===== src/include/afs_pkg.sv =====
// Package for the amplifier fault, warning and AC diagnostic register bank
package afs_pkg;

  // ************************************************************
  // Register offsets
  // ************************************************************
  localparam logic [7:0] ADDR_LINE_OUT_REPORT = 8'h0e;
  localparam logic [7:0] ADDR_CH_STATE = 8'h0f;
  localparam logic [7:0] ADDR_CH_FAULT = 8'h10;
  localparam logic [7:0] ADDR_GLOBAL_FAULT_1 = 8'h11;
  localparam logic [7:0] ADDR_GLOBAL_FAULT_2 = 8'h12;
  localparam logic [7:0] ADDR_WARNING = 8'h13;
  localparam logic [7:0] ADDR_PIN_MASK = 8'h14;
  localparam logic [7:0] ADDR_AC_CTRL_1 = 8'h15;
  localparam logic [7:0] ADDR_AC_CTRL_2 = 8'h16;
  localparam logic [7:0] ADDR_AC_IMP_CH1 = 8'h17;
  localparam logic [7:0] ADDR_AC_IMP_CH2 = 8'h18;
  localparam logic [7:0] ADDR_AC_PHASE_HI = 8'h1b;
  localparam logic [7:0] ADDR_AC_PHASE_LO = 8'h1c;
  localparam logic [7:0] ADDR_AC_STI_HI = 8'h1d;
  localparam logic [7:0] ADDR_AC_STI_LO = 8'h1e;

  // ************************************************************
  // Reset values
  // ************************************************************
  localparam logic [7:0] RST_CH_STATE = 8'h55;
  localparam logic [7:0] RST_WARNING = 8'h20;
  localparam logic [7:0] RST_ZERO = 8'h00;
  localparam logic [1:0] STATE_FLOATING = 2'h1;

  // ************************************************************
  // Field positions
  // ************************************************************
  localparam int BIT_SHORTED_LOAD_CH2 = 0;
  localparam int BIT_LINE_OUT_CH1 = 3;
  localparam int BIT_LINE_OUT_CH2 = 2;
  localparam int BIT_STATE_CH1_LO = 6;
  localparam int BIT_STATE_CH2_LO = 4;
  localparam int BIT_OC_CH1 = 7;
  localparam int BIT_OC_CH2 = 6;
  localparam int BIT_DC_CH1 = 3;
  localparam int BIT_DC_CH2 = 2;
  localparam int BIT_INVALID_CLOCK = 4;
  localparam int BIT_POWER_STAGE_OVERVOLTAGE = 3;
  localparam int BIT_BATTERY_OVERVOLTAGE = 2;
  localparam int BIT_POWER_STAGE_UNDERVOLTAGE = 1;
  localparam int BIT_BATTERY_UNDERVOLTAGE = 0;
  localparam int BIT_THERMAL_SHUTDOWN_GLOBAL_GLOBAL = 4;
  localparam int BIT_THERMAL_SHUTDOWN_GLOBAL_CH1 = 3;
  localparam int BIT_THERMAL_SHUTDOWN_GLOBAL_CH2 = 2;
  localparam int BIT_POR = 5;
  localparam int BIT_OTW_GLOBAL = 4;
  localparam int BIT_THERMAL_ALERT_CH1 = 3;
  localparam int BIT_THERMAL_ALERT_CH2 = 2;
  localparam int BIT_HIDE_OC = 7;
  localparam int BIT_HIDE_THERMAL_SHUTDOWN_GLOBAL = 6;
  localparam int BIT_HIDE_UV = 5;
  localparam int BIT_HIDE_OV = 4;
  localparam int BIT_HIDE_DC = 3;
  localparam int BIT_HIDE_CLAMP = 2;
  localparam int BIT_HIDE_CLIP = 1;
  localparam int BIT_HIDE_OTW = 0;
  localparam int BIT_AC_GAIN = 7;
  localparam int BIT_AC_ON_CH1 = 3;
  localparam int BIT_AC_ON_CH2 = 2;
  localparam int BIT_AC_LOOP = 7;
  localparam int BIT_AC_DURATION = 4;
  localparam int BIT_AC_DRIVE_LO = 2;

  // ************************************************************
  // Types
  // ************************************************************
  // Live conditions reported by the amplifier core
  typedef struct packed {
    logic ch2_shorted_load_flag;
    logic ch1_line_out_detected;
    logic ch2_line_out_detected;
    logic [1:0] ch1_state_readback;
    logic [1:0] ch2_state_readback;
    logic ch1_overcurrent_flag;
    logic ch2_overcurrent_flag;
    logic ch1_offset_fault_flag;
    logic ch2_offset_fault_flag;
    logic invalidClock;
    logic power_stage_overvoltage;
    logic battery_overvoltage;
    logic power_stage_undervoltage;
    logic battery_undervoltage;
    logic thermal_shutdown_global;
    logic thermal_shutdown_ch1;
    logic thermal_shutdown_ch2;
    logic thermal_alert_global;
    logic thermal_alert_ch1;
    logic thermal_alert_ch2;
    logic currentClamp;
    logic clipping;
  } afs_cond_t;

  // Results of one AC diagnostic run
  typedef struct packed {
    logic [7:0] measured_load_ohms_ch1;
    logic [7:0] measured_load_ohms_ch2;
    logic [15:0] phaseResult;
    logic [15:0] transfer_index;
  } afs_ac_result_t;

  // AC diagnostic settings driven into the measurement engine
  typedef struct packed {
    logic ac_test_gain_select;
    logic ac_test_on_ch1;
    logic ac_test_on_ch2;
    logic ac_test_self_loop;
    logic ac_test_duration;
    logic [1:0] ac_test_drive_level;
  } afs_ac_cfg_t;

  // Serial slave states
  typedef enum logic [2:0] {
    SER_IDLE, SER_ADDR, SER_ACK_ADDR, SER_RX, SER_ACK_RX, SER_TX, SER_ACK_TX
  } afs_ser_state_t;

endpackage


===== src/hw/afs_reg_bank.sv =====
// Fault, warning and AC diagnostic register bank with its serial slave port
`timescale 1ns/1ps
`default_nettype none

// Summary of operation
// - Report bit 0: channel 2 shorted load
// - Line-output detect: channel 1 bit 3, channel 2 bit 2
// - State readback ch1 7:6, ch2 5:4, reset floating
// - Overcurrent flags: channel 1 bit 7, channel 2 bit 6
// - Offset fault flags: channel 1 bit 3, channel 2 bit 2
// - Invalid input clock flagged in bit 4
// - Supply over/undervoltage flags in bits 3 to 0
// - Thermal shutdown flags: global 4, ch1 3, ch2 2
// - Warning bit 5 records logic power-on reset
// - Thermal alerts: global 4, ch1 3, ch2 2
// - Mask bits 7 to 2 gate the error pin
// - Mask bits 1, 0 gate the alert pin
// - Control 1 bit 7 selects gain 1 or 4
// - Control 1 bits 3, 2 enable per-channel AC test
// - Control 2 bit 7 enables self loopback
// - Control 2 bit 4 picks 32 or 64 cycles
// - Per-channel 8-bit impedance code at 0.2496 ohm/step
// - 16-bit phase result at 0x1B and 0x1C
// - 16-bit transfer index at 0x1D and 0x1E
// - Clear request wipes latched fault flags
module afs_reg_bank
  import afs_pkg::*;
#(
  parameter logic [6:0] DEV_ADDR = 7'h6a // Arbitrary default slave address
) (
  input wire logic clk, // 125 MHz system clock
  input wire logic nrst, // Asynchronous reset, active low
  input wire logic sclIn, // Serial clock pin, from host
  input wire logic sdaIn, // Serial data pin level
  output logic sdaOut, // Serial data drive value, always low
  output logic sdaOe, // High while pulling serial data low
  input wire afs_cond_t cond, // Live conditions from the amplifier core
  input wire logic faultClearReq, // One-cycle request to wipe latched faults
  input wire afs_ac_result_t acResult, // Finished AC measurement
  input wire logic acResultValid, // One-cycle strobe: acResult is new
  output afs_ac_cfg_t acCfg, // Settings for the AC measurement engine
  output logic errorOut, // Error pin, high while an unmasked fault other than invalid clock stands
  output logic alertOut // Alert pin, high while an unmasked warning stands
);

  // ************************************************************
  // Pin synchronisers and edge detection
  // ************************************************************
  logic sclMeta_q; // First stage, read only by the second
  logic sclSync_q; // Safe serial clock level
  logic sclPrev_q; // Previous safe level, for edges
  logic sdaMeta_q; // First stage, read only by the second
  logic sdaSync_q; // Safe serial data level
  logic sdaPrev_q; // Previous safe level, for start/stop

  // Two flops per pin guard against metastability from the host clock
  always_ff @(posedge clk or negedge nrst) begin
    if (!nrst) begin
      sclMeta_q <= 1'b1;
      sclSync_q <= 1'b1;
      sclPrev_q <= 1'b1;
      sdaMeta_q <= 1'b1;
      sdaSync_q <= 1'b1;
      sdaPrev_q <= 1'b1;
    end else begin
      sclMeta_q <= sclIn;
      sclSync_q <= sclMeta_q;
      sclPrev_q <= sclSync_q;
      sdaMeta_q <= sdaIn;
      sdaSync_q <= sdaMeta_q;
      sdaPrev_q <= sdaSync_q;
    end
  end

  logic sclRise; // Serial clock rising edge
  logic sclFall; // Serial clock falling edge
  logic startCond; // Data falls while clock high
  logic stopCond; // Data rises while clock high
  assign sclRise = sclSync_q & ~sclPrev_q;
  assign sclFall = ~sclSync_q & sclPrev_q;
  assign startCond = sclSync_q & sclPrev_q & sdaPrev_q & ~sdaSync_q;
  assign stopCond = sclSync_q & sclPrev_q & ~sdaPrev_q & sdaSync_q;

  // ************************************************************
  // Register storage
  // ************************************************************
  logic [7:0] lineOut_q; // Shorted-load and line-output report
  logic [7:0] chState_q; // Channel state readback
  logic [7:0] chFault_q; // Latched channel faults
  logic [7:0] glob1_q; // Latched clock and supply faults
  logic [7:0] glob2_q; // Latched thermal shutdowns
  logic [7:0] warn_q; // Warnings and power-on record
  logic [7:0] pinMask_q; // Pin gating masks
  logic [7:0] acCtl1_q; // AC diagnostic control 1
  logic [7:0] acCtl2_q; // AC diagnostic control 2
  afs_ac_result_t acRes_q; // Held AC results

  // Write request from the serial slave
  logic wrEn; // One-cycle write strobe
  logic [7:0] wrAddr; // Register pointer for the write
  logic [7:0] wrData; // Byte to write

  // ************************************************************
  // Status mirrors
  // ************************************************************
  // Diagnostic reports follow the core every cycle; reads never disturb them
  always_ff @(posedge clk or negedge nrst) begin
    if (!nrst) begin
      lineOut_q <= RST_ZERO;
      chState_q <= RST_CH_STATE;
    end else begin
      lineOut_q <= RST_ZERO;
      lineOut_q[BIT_SHORTED_LOAD_CH2] <= cond.ch2_shorted_load_flag;
      lineOut_q[BIT_LINE_OUT_CH1] <= cond.ch1_line_out_detected;
      lineOut_q[BIT_LINE_OUT_CH2] <= cond.ch2_line_out_detected;
      chState_q <= {cond.ch1_state_readback, cond.ch2_state_readback,
                    STATE_FLOATING, STATE_FLOATING};
    end
  end

  // ************************************************************
  // Latched fault flags
  // ************************************************************
  logic [7:0] chFaultSet; // New channel fault events
  logic [7:0] glob1Set; // New clock and supply events
  logic [7:0] glob2Set; // New thermal shutdown events

  always_comb begin
    chFaultSet = RST_ZERO;
    chFaultSet[BIT_OC_CH1] = cond.ch1_overcurrent_flag;
    chFaultSet[BIT_OC_CH2] = cond.ch2_overcurrent_flag;
    chFaultSet[BIT_DC_CH1] = cond.ch1_offset_fault_flag;
    chFaultSet[BIT_DC_CH2] = cond.ch2_offset_fault_flag;
    glob1Set = RST_ZERO;
    glob1Set[BIT_INVALID_CLOCK] = cond.invalidClock;
    glob1Set[BIT_POWER_STAGE_OVERVOLTAGE] = cond.power_stage_overvoltage;
    glob1Set[BIT_BATTERY_OVERVOLTAGE] = cond.battery_overvoltage;
    glob1Set[BIT_POWER_STAGE_UNDERVOLTAGE] = cond.power_stage_undervoltage;
    glob1Set[BIT_BATTERY_UNDERVOLTAGE] = cond.battery_undervoltage;
    glob2Set = RST_ZERO;
    glob2Set[BIT_THERMAL_SHUTDOWN_GLOBAL_GLOBAL] = cond.thermal_shutdown_global;
    glob2Set[BIT_THERMAL_SHUTDOWN_GLOBAL_CH1] = cond.thermal_shutdown_ch1;
    glob2Set[BIT_THERMAL_SHUTDOWN_GLOBAL_CH2] = cond.thermal_shutdown_ch2;
  end

  // Flags stick until cleared; an event in the clear cycle still lands
  always_ff @(posedge clk or negedge nrst) begin
    if (!nrst) begin
      chFault_q <= RST_ZERO;
      glob1_q <= RST_ZERO;
      glob2_q <= RST_ZERO;
    end else if (faultClearReq) begin
      chFault_q <= chFaultSet;
      glob1_q <= glob1Set;
      glob2_q <= glob2Set;
    end else begin
      chFault_q <= chFault_q | chFaultSet;
      glob1_q <= glob1_q | glob1Set;
      glob2_q <= glob2_q | glob2Set;
    end
  end

  // ************************************************************
  // Warnings
  // ************************************************************
  // Thermal alerts are live; the power-on record comes up set after reset
  always_ff @(posedge clk or negedge nrst) begin
    if (!nrst) begin
      warn_q <= RST_WARNING;
    end else begin
      warn_q <= RST_ZERO;
      warn_q[BIT_POR] <= warn_q[BIT_POR] & ~faultClearReq;
      warn_q[BIT_OTW_GLOBAL] <= cond.thermal_alert_global;
      warn_q[BIT_THERMAL_ALERT_CH1] <= cond.thermal_alert_ch1;
      warn_q[BIT_THERMAL_ALERT_CH2] <= cond.thermal_alert_ch2;
    end
  end

  // ************************************************************
  // Host-writable controls
  // ************************************************************
  // Only the three control offsets accept data; status writes are dropped
  always_ff @(posedge clk or negedge nrst) begin
    if (!nrst) begin
      pinMask_q <= RST_ZERO;
      acCtl1_q <= RST_ZERO;
      acCtl2_q <= RST_ZERO;
    end else if (wrEn) begin
      case (wrAddr)
        ADDR_PIN_MASK: begin
          pinMask_q <= wrData;
        end
        ADDR_AC_CTRL_1: begin
          acCtl1_q <= wrData;
        end
        ADDR_AC_CTRL_2: begin
          acCtl2_q <= wrData;
        end
        default: begin
          pinMask_q <= pinMask_q;
        end
      endcase
    end
  end

  // Settings go out registered so the engine sees clean levels
  always_ff @(posedge clk or negedge nrst) begin
    if (!nrst) begin
      acCfg <= '0;
    end else begin
      acCfg.ac_test_gain_select <= acCtl1_q[BIT_AC_GAIN];
      acCfg.ac_test_on_ch1 <= acCtl1_q[BIT_AC_ON_CH1];
      acCfg.ac_test_on_ch2 <= acCtl1_q[BIT_AC_ON_CH2];
      acCfg.ac_test_self_loop <= acCtl2_q[BIT_AC_LOOP];
      acCfg.ac_test_duration <= acCtl2_q[BIT_AC_DURATION];
      acCfg.ac_test_drive_level <= acCtl2_q[BIT_AC_DRIVE_LO +: 2];
    end
  end

  // ************************************************************
  // AC results
  // ************************************************************
  // Results held until the next run finishes; the host is expected to wait
  always_ff @(posedge clk or negedge nrst) begin
    if (!nrst) begin
      acRes_q <= '0;
    end else if (acResultValid) begin
      acRes_q <= acResult;
    end
  end

  // ************************************************************
  // Output pins
  // ************************************************************
  logic errorNow; // Any unmasked fault except invalid clock, at this moment
  logic alertNow; // Any unmasked warning at this moment

  always_comb begin
    errorNow = (~pinMask_q[BIT_HIDE_OC] & (chFault_q[BIT_OC_CH1] | chFault_q[BIT_OC_CH2]))
      | (~pinMask_q[BIT_HIDE_THERMAL_SHUTDOWN_GLOBAL] & (|glob2_q))
      | (~pinMask_q[BIT_HIDE_UV] & (glob1_q[BIT_POWER_STAGE_UNDERVOLTAGE] | glob1_q[BIT_BATTERY_UNDERVOLTAGE]))
      | (~pinMask_q[BIT_HIDE_OV] & (glob1_q[BIT_POWER_STAGE_OVERVOLTAGE] | glob1_q[BIT_BATTERY_OVERVOLTAGE]))
      | (~pinMask_q[BIT_HIDE_DC] & (chFault_q[BIT_DC_CH1] | chFault_q[BIT_DC_CH2]))
      | (~pinMask_q[BIT_HIDE_CLAMP] & cond.currentClamp);
    alertNow = (~pinMask_q[BIT_HIDE_CLIP] & cond.clipping)
      | (~pinMask_q[BIT_HIDE_OTW] & (warn_q[BIT_OTW_GLOBAL] | warn_q[BIT_THERMAL_ALERT_CH1]
      | warn_q[BIT_THERMAL_ALERT_CH2]));
  end

  // Pins follow the flags one cycle later, from a flop
  always_ff @(posedge clk or negedge nrst) begin
    if (!nrst) begin
      errorOut <= 1'b0;
      alertOut <= 1'b0;
    end else begin
      errorOut <= errorNow;
      alertOut <= alertNow;
    end
  end

  // ************************************************************
  // Read mux
  // ************************************************************
  function automatic logic [7:0] readReg(input logic [7:0] addr);
    logic [7:0] val;
    val = RST_ZERO;
    case (addr)
      ADDR_LINE_OUT_REPORT: val = lineOut_q;
      ADDR_CH_STATE: val = chState_q;
      ADDR_CH_FAULT: val = chFault_q;
      ADDR_GLOBAL_FAULT_1: val = glob1_q;
      ADDR_GLOBAL_FAULT_2: val = glob2_q;
      ADDR_WARNING: val = warn_q;
      ADDR_PIN_MASK: val = pinMask_q;
      ADDR_AC_CTRL_1: val = acCtl1_q;
      ADDR_AC_CTRL_2: val = acCtl2_q;
      ADDR_AC_IMP_CH1: val = acRes_q.measured_load_ohms_ch1;
      ADDR_AC_IMP_CH2: val = acRes_q.measured_load_ohms_ch2;
      ADDR_AC_PHASE_HI: val = acRes_q.phaseResult[15:8];
      ADDR_AC_PHASE_LO: val = acRes_q.phaseResult[7:0];
      ADDR_AC_STI_HI: val = acRes_q.transfer_index[15:8];
      ADDR_AC_STI_LO: val = acRes_q.transfer_index[7:0];
      default: val = RST_ZERO; // Unmapped offsets read as zero
    endcase
    return val;
  endfunction

  // ************************************************************
  // Serial slave
  // ************************************************************
  afs_ser_state_t state_q; // Slave state
  logic [3:0] bitCnt_q; // Bits seen in the current byte
  logic [7:0] shift_q; // Receive or transmit shift register
  logic [7:0] ptr_q; // Register pointer, auto-increments
  logic ptrPending_q; // Next received byte is the pointer
  logic readMode_q; // Current transfer is a read
  logic masterAck_q; // Host acked the last byte sent
  logic wrEn_q; // Write strobe flop
  logic [7:0] wrAddr_q; // Write address flop
  logic [7:0] wrData_q; // Write data flop

  logic [7:0] rdByte; // Register byte at the pointer, for loading the transmitter
  always_comb rdByte = readReg(ptr_q);

  assign wrEn = wrEn_q;
  assign wrAddr = wrAddr_q;
  assign wrData = wrData_q;

  // Bytes are sampled on rising clock and changed on falling clock.
  // A start or stop aborts whatever byte is in flight.
  always_ff @(posedge clk or negedge nrst) begin
    if (!nrst) begin
      state_q <= SER_IDLE;
      bitCnt_q <= 4'h0;
      shift_q <= 8'h00;
      ptr_q <= 8'h00;
      ptrPending_q <= 1'b0;
      readMode_q <= 1'b0;
      masterAck_q <= 1'b0;
      sdaOe <= 1'b0;
      wrEn_q <= 1'b0;
      wrAddr_q <= 8'h00;
      wrData_q <= 8'h00;
    end else begin
      wrEn_q <= 1'b0;
      if (startCond) begin
        state_q <= SER_ADDR;
        bitCnt_q <= 4'h0;
        sdaOe <= 1'b0;
      end else if (stopCond) begin
        state_q <= SER_IDLE;
        sdaOe <= 1'b0;
      end else if (sclRise) begin
        // Sample phase
        case (state_q)
          SER_ADDR, SER_RX: begin
            shift_q <= {shift_q[6:0], sdaSync_q};
            bitCnt_q <= bitCnt_q + 4'h1;
          end
          SER_TX: begin
            bitCnt_q <= bitCnt_q + 4'h1;
          end
          SER_ACK_TX: begin
            masterAck_q <= ~sdaSync_q;
          end
          default: begin
            bitCnt_q <= bitCnt_q;
          end
        endcase
      end else if (sclFall) begin
        // Drive phase
        case (state_q)
          SER_ADDR: begin
            if (bitCnt_q == 4'h8) begin
              if (shift_q[7:1] == DEV_ADDR) begin
                state_q <= SER_ACK_ADDR;
                readMode_q <= shift_q[0];
                ptrPending_q <= ~shift_q[0];
                sdaOe <= 1'b1;
              end else begin
                state_q <= SER_IDLE;
              end
            end
          end
          SER_ACK_ADDR, SER_ACK_TX: begin
            bitCnt_q <= 4'h0;
            if (readMode_q && (state_q == SER_ACK_ADDR || masterAck_q)) begin
              // Load the next byte; reads leave every flag untouched
              state_q <= SER_TX;
              shift_q <= {rdByte[6:0], 1'b0};
              sdaOe <= ~rdByte[7];
              ptr_q <= ptr_q + 8'h01;
            end else if (readMode_q) begin
              state_q <= SER_IDLE;
              sdaOe <= 1'b0;
            end else begin
              state_q <= SER_RX;
              sdaOe <= 1'b0;
            end
          end
          SER_RX: begin
            if (bitCnt_q == 4'h8) begin
              state_q <= SER_ACK_RX;
              sdaOe <= 1'b1;
              if (ptrPending_q) begin
                ptr_q <= shift_q;
                ptrPending_q <= 1'b0;
              end else begin
                wrEn_q <= 1'b1;
                wrAddr_q <= ptr_q;
                wrData_q <= shift_q;
                ptr_q <= ptr_q + 8'h01;
              end
            end
          end
          SER_ACK_RX: begin
            state_q <= SER_RX;
            bitCnt_q <= 4'h0;
            sdaOe <= 1'b0;
          end
          SER_TX: begin
            if (bitCnt_q == 4'h8) begin
              state_q <= SER_ACK_TX;
              sdaOe <= 1'b0;
            end else begin
              sdaOe <= ~shift_q[7];
              shift_q <= {shift_q[6:0], 1'b0};
            end
          end
          default: begin
            sdaOe <= 1'b0;
          end
        endcase
      end
    end
  end

  // Open-drain: the pin is only ever pulled low
  always_ff @(posedge clk or negedge nrst) begin
    if (!nrst) begin
      sdaOut <= 1'b0;
    end else begin
      sdaOut <= 1'b0;
    end
  end

endmodule

`default_nettype wire


===== config.mk =====
export PLATFORM = sky130hd
export DESIGN_NAME = afs_reg_bank
export DESIGN_NICKNAME = d
export VERILOG_FILES = /design/src/include/afs_pkg.sv /design/src/hw/afs_reg_bank.sv
export SDC_FILE = /design/constraint.sdc
export NUM_CORES = 1
export LEC_CHECK = 0
export BUFFER_PORTS_ARGS = -buffer_cell sky130_fd_sc_hd__buf_2
export CORE_MARGIN = 2
export CORE_UTILIZATION = 58
export DETAILED_ROUTE_END_ITERATION = 12
export GPL_TIMING_DRIVEN = 1
export PLACE_DENSITY = 0.88
export SLEW_MARGIN = 20
export SYNTH_ARGS = -nofsm -noshare
export SYNTH_HDL_FRONTEND = slang
export SYNTH_SLANG_ARGS = --single-unit

===== constraint.sdc =====
create_clock -name clk -period 3 [get_ports clk]
set_input_delay 0.15 -clock clk [delete_from_list [all_inputs] [get_ports clk]]
set_output_delay 0.15 -clock clk [all_outputs]
set_load 0.05 [all_outputs]

==> impl_metrics.ini, run 1 <==
[synth]
ys_warn_count = 0
async_flop_share_pct = 100
synth_seq_cells = 154
syn_inst = 642
ys_seq_area_share_pct = 52.9
ys.flop_type = dfrtp_1
synth_area_um2 = 7300
synth_cell_types = 69
syn_avg_cell_area_um2 = 11.4
syn_nets = 729
synth-edff-count = 0

[min_path]
hold_start = cond[1]
hold_class = primary input to register
hold_depth = 4

[worst_setup_path]
slowest_delay_ps = 550
worstSetupPathType = register to register
r2r_cells = 7
path_buf_inv = 1
crit_fanout = 12
critPathSlowestCell = a2111o_1
rrSetupSlack_ps = 470
crit_arrival_ps = 2870
startpoint_type = register
critPathCaptureType = register
critical_path.endpoint = shift_q[7]
crit_chain = inv_1 -> ha_1 -> nor3b_1 -> o21ai_0 -> a211o_1 -> a2111o_1 -> o221ai_1
worstSetupStartpoint = sclPrev_q
r2r_end = shift_q[7]
crit-reg2reg-launch = sclPrev_q
cp.required_ps = 3330
path_delay_family = compound AO/OA/AOI/OAI gates
cp.depth = 7

[sta]
hold_violations = 0
tns_ps = 0
rsz0062_at_grt = no
fmax_ghz = 0.395
layout_setup_ws_ps = 466
min_period_ps = 2530
skew_ps = 14.1
period_share_pct = 84.5
relSlewSlack_pct = 28.6
setup_viol = 0
slew_violations = 0
tightest_slew_ps = 1070

[power]
p_int_mw = 3.80
switchingPower_mw = 1.17
peakVddDrop_mv = 0.439
p_total_mw = 4.97
power.density_nw_per_um2 = 536
pwr-share-comb_pct = 8.2
power_frac_clock_pct = 46.0
seqPwrFrac_pct = 45.8
power_leakage_nw = 4.06
p_sw_share_pct = 23.5

[detailed_routing]
ant_nets = 0
drt_iter0_drc = 687
first_pass_iters = 6
drc = 0
drt-total-wl_um = 21600
viasPerCell = 6.40
wl_per_cell_um = 22.1
vias = 6259

[clock_network]
cts_max_level = 4
clock_path_buffers = 2
cts_resized = 0
cts.reportedPaths.clkPinSlew_ps = 60
numCtsBuffers = 17
cts_setup_buffers = 0
cts_sinks = 154
cts_hold_buf = 75
tritoncts = yes
insertion_delay_ps = 430
root_buffer = clkbuf_16

[cells_and_area]
area_growth_pct = 26.8
fin_area_um2 = 9260
fillers = 730
fin_nets = 882
area.sequential_um2 = 3860
final_cell_mix = 145 x dfrtp_1, 86 x buf_2, 83 x mux2_2
layout-drive-gt1-share_pct = 28.6
multi_input_area_um2 = 3180
layout_commonest_cell = dfrtp_1
instances_no_fill = 978

[global_routing]
grt_max_degree = 88
grt_pass1_vias = 6217
grt_usage_pct = 34.0
grt_overflow = 0
antenna_found_initial = 2
grt_pass1_wl_um = 34000

[run]
timing.max_cap.violations = 0

[floorplanning]
fp.coreArea_um2 = 12200
ioPinCount = 89
start_util_pct = 60.0
fp.dieH_um = 116
die_w_um = 116
dieArea_um2 = 13500
fp-row-count = 40

[placement]
io_buffers = 87
placed_area_um2 = 7880
globalplace.congestion = 1.01
dp.cells = 869
place_ws_ps = 568
dpl.hpwl_um = 13300

[run_status]
status = finished, final reports clean
## cells by family (layout without fill, tap and decap cells)
kind of cell	count (synthesis)	after routing	synth area share [%]
XOR/XNOR	1	1	0.120
AND/OR/NAND/NOR	159	159	12.0
flip-flops	154	154	52.9
multiplexers	96	96	14.8
other	1	3	0.0514
adder cells (fa/ha/maj)	9	9	1.54
AO/OA/AOI/OAI	160	160	15.1
buffers and inverters	62	228	3.46
## area by class of cell
| cell class | count | share of cell area (%) |
|---|---|---|
| sequential | 154 | 41.7 |
| multi-input combinational | 426 | 34.4 |
| timing repair buffer | 174 | 14.0 |
| clock buffer | 20 | 4.82 |
| tap | 168 | 2.27 |
| clock inverter | 12 | 1.86 |
| inverter | 22 | 0.892 |
| antenna | 2 | 0.0541 |
## stage by stage
step	hold slack, ps	utilization (%)
after floorplan	-146	-
after global placement	171	64.8
after detailed placement	178	64.8
after CTS	162	76.1
after global routing	193	76.1
final	181	76.1
## how the worst min path moves through the flow
stage | endpoint | slack, ps
final | errorOut | 180
after CTS | errorOut | 160
after global routing | errorOut | 190
after detailed placement | acRes_q[29] | 180
after floorplan | acCfg[0] | -150
after global placement | acRes_q[29] | 170
## sequential cells by signal, summed over array words and instances, names as in the netlist, 5 cells and up
name and count:
ptr_q 8, acCfg 7, shift_q 8, acCtl1_q 8, wrAddr 8, acCtl2_q 8, acRes_q 48, pinMask_q 8
wrData 8, glob1_q 5
## metal layers
metal	vias up	track usage [%]	share of wire (%)
li1	2690	-	-
met5	-	0.741	0
met4	0	15.6	4.4
met2	414	55.2	49
met3	98	7.27	9.0
met1	3057	44.0	38
## cell usage after synthesis (7+ instances only)
cell type / instances / area share (%)
o22ai_1: 14 / 1.2
mux2i_1: 12 / 1.6
a21oi_1: 23 / 1.6
clkbuf_1: 25 / 1.3
dfstp_2: 9 / 3.2
o21ai_0: 38 / 2.6
nand4_1: 12 / 1.0
a21o_1: 12 / 1.2
a22oi_1: 9 / 0.93
nand2_1: 47 / 2.4
mux2_2: 83 / 13
dfrtp_1: 145 / 50
inv_1: 22 / 1.1
ha_1: 9 / 1.5
nand3_1: 20 / 1.4
nor3_1: 8 / 0.55
o221ai_1: 10 / 1.2
nor2_1: 15 / 0.77
a2bb2oi_1: 7 / 0.84
nor2b_1: 12 / 1.0
## tightest hold or removal path: cells and delay by family
kind            cells  cell delay, ps
compound gates      1             140
buf+inv             2             130
simple gates        1             150
## power groups by stage
stage | logic (mW) | registers, mW | clock network, mW
floorplan | 0.170 | 2.28 | 0
global placement | 0.293 | 2.29 | 0
detailed placement | 0.310 | 2.30 | 0
CTS | 0.387 | 2.27 | 2.26
global route | 0.439 | 2.28 | 2.38
finish | 0.406 | 2.27 | 2.29
Note: power is estimated with default switching activity, not from simulation.
==> run 2: changes to the inputs <==
==> constraint.sdc (replaced) <==
create_clock -name clk -period 2.35 [get_ports clk]
set_input_delay 0.1175 -clock clk [delete_from_list [all_inputs] [get_ports clk]]
set_output_delay 0.1175 -clock clk [all_outputs]
set_load 0.05 [all_outputs]
==> impl_metrics.ini, run 2 (synthesis gave the netlist of run 1 again) <==
[sta]
skew_ps = 12.6
relSlewSlack_pct = 49.6
setup_viol = 0
hold_violations = 0
slew_violations = 0
layout_setup_ws_ps = 77.1
tightest_slew_ps = 755
hold_slack_ps = 211
min_period_ps = 2270
fmax_ghz = 0.440
period_share_pct = 96.7

[run_status]
status = finished, final reports clean

[cells_and_area]
multi_input_area_um2 = 3220
fillers = 665
area.sequential_um2 = 3860
fin_nets = 911
instances_no_fill = 1006
largest_register_ffs = 48
area_growth_pct = 30.8
layout-drive-gt1-share_pct = 31.8
final_cell_mix = 145 x dfrtp_1, 86 x buf_2, 83 x mux2_2
regMostFlops = acRes_q
layout_commonest_cell = dfrtp_1

[global_routing]
antenna_found_initial = 2
grt_max_degree = 67
grt_usage_pct = 37.5
grt_pass1_wl_um = 37200
grt_overflow = 0
grt_pass1_vias = 6689

[floorplanning]
start_util_pct = 60.0
fp.dieH_um = 116
dieArea_um2 = 13500
ioPinCount = 89
die_w_um = 116
fp.coreArea_um2 = 12200
fp-row-count = 40

[worst_setup_path]
path_delay_family = compound AO/OA/AOI/OAI gates
crit_chain = buf_4 -> or3_1 -> a21oi_1 -> o211ai_1 -> a2111o_1 -> o221ai_2
worstSetupPathType = register to register
path_buf_inv = 1
cp.depth = 6
critical_path.endpoint = shift_q[6]
worstSetupStartpoint = ptr_q[5]
critPathCaptureType = register
crit_fanout = 7
slowest_delay_ps = 550
r2r_end = shift_q[6]
cp.required_ps = 2690
crit_arrival_ps = 2610
startpoint_type = register
critPathSlowestCell = a2111o_1
rrSetupSlack_ps = 80
r2r_cells = 6
crit-reg2reg-launch = ptr_q[5]

[power]
power_leakage_nw = 4.21
peakVddDrop_mv = 0.988
power.density_nw_per_um2 = 667

[clock_network]
cts.reportedPaths.clkPinSlew_ps = 60
cts_max_level = 4
root_buffer = clkbuf_16
clock_path_buffers = 2
tritoncts = yes
insertion_delay_ps = 440
numCtsBuffers = 17
cts_sinks = 154
cts_setup_buffers = 0

[detailed_routing]
vias = 6562
wl_per_cell_um = 23.5
drt_iter0_drc = 1027
ant_nets = 0
viasPerCell = 6.52
drt-total-wl_um = 23600
first_pass_iters = 6
drc = 0

[placement]
globalplace.congestion = 0.977
dp.cells = 898
dpl.hpwl_um = 14100
io_buffers = 87
place_ws_ps = 33.5

[min_path]
hold_class = primary input to register

[run]
timing.max_cap.violations = 0
-- run 2: cell count changes in the layout (fill, tap and decap cells not counted), sizes merged --
cell / previous run / this run
clkbuf: 20 / 25
buf: 99 / 128
bufinv: 4 / 3
clkinv: 6 / 1
-- run 2: layout make-up --
class                           instances  share of cell area (%)
Antenna cell                            2                  0.0524
Clock buffer                           25                    5.29
Clock inverter                          6                    1.15
Inverter                               22                   0.865
Multi-Input combinational cell        426                    33.7
Sequential cell                       154                    40.5
Tap cell                              168                    2.20
Timing Repair Buffer                  203                    16.2
-- run 2: routing by layer --
metal | wire length (um) | GRT usage, % | share of wire [%] | up-vias
li1 | - | - | - | 2757
met1 | 8460 | 46.4 | 36 | 3146
met2 | 11400 | 60.3 | 48 | 529
met3 | 2430 | 11.1 | 10 | 130
met4 | 1370 | 19.3 | 5.8 | 0
met5 | 0 | 0 | 0 | -
-- run 2: worst min-delay path by stage --
stage	slack [ps]	end	startpoint	cells past startpoint
6_report	210	errorOut	cond[1]	4
5_1_grt	210	errorOut	cond[1]	4
4_1_cts	190	acRes_q[32]	acResultValid	4
3_5_place_dp	140	acRes_q[20]	nrst	1
3_3_place_gp	140	acRes_q[26]	nrst	1
2_1_floorplan	-180	acCfg[0]	nrst	0
-- run 2: what timing repair did --
| action | in CTS | in global routing |
|---|---|---|
| hold buffers | 75 | 0 |
| pin swaps | 1 | 1 |
| endpoints found under the hold margin | 135 | 0 |
| resized for setup | 0 | 10 |
| endpoints found under the setup margin | 2 | 27 |
-- run 2: stage by stage --
step	TNS [ps]	util (%)	power [mW]	cell area [um2]
finish	0	78.5	6.36	9550
global route	-14.1	78.5	6.53	9550
CTS	0	78.2	6.27	9510
detailed placement	0	66.9	3.35	8140
global placement	0	66.9	3.32	8140
floorplan	0	-	3.12	7300
-- run 2: power breakdown --
group | internal (mW) | switching (mW)
Sequential | 2.79 | 0.116
Clock | 1.81 | 1.11
Combinational | 0.279 | 0.268
-- run 2: tightest hold or removal path, stage by stage --
cell     delay [ps]
buf_2            80
inv_1            40
o22ai_1         190
or4_1           170
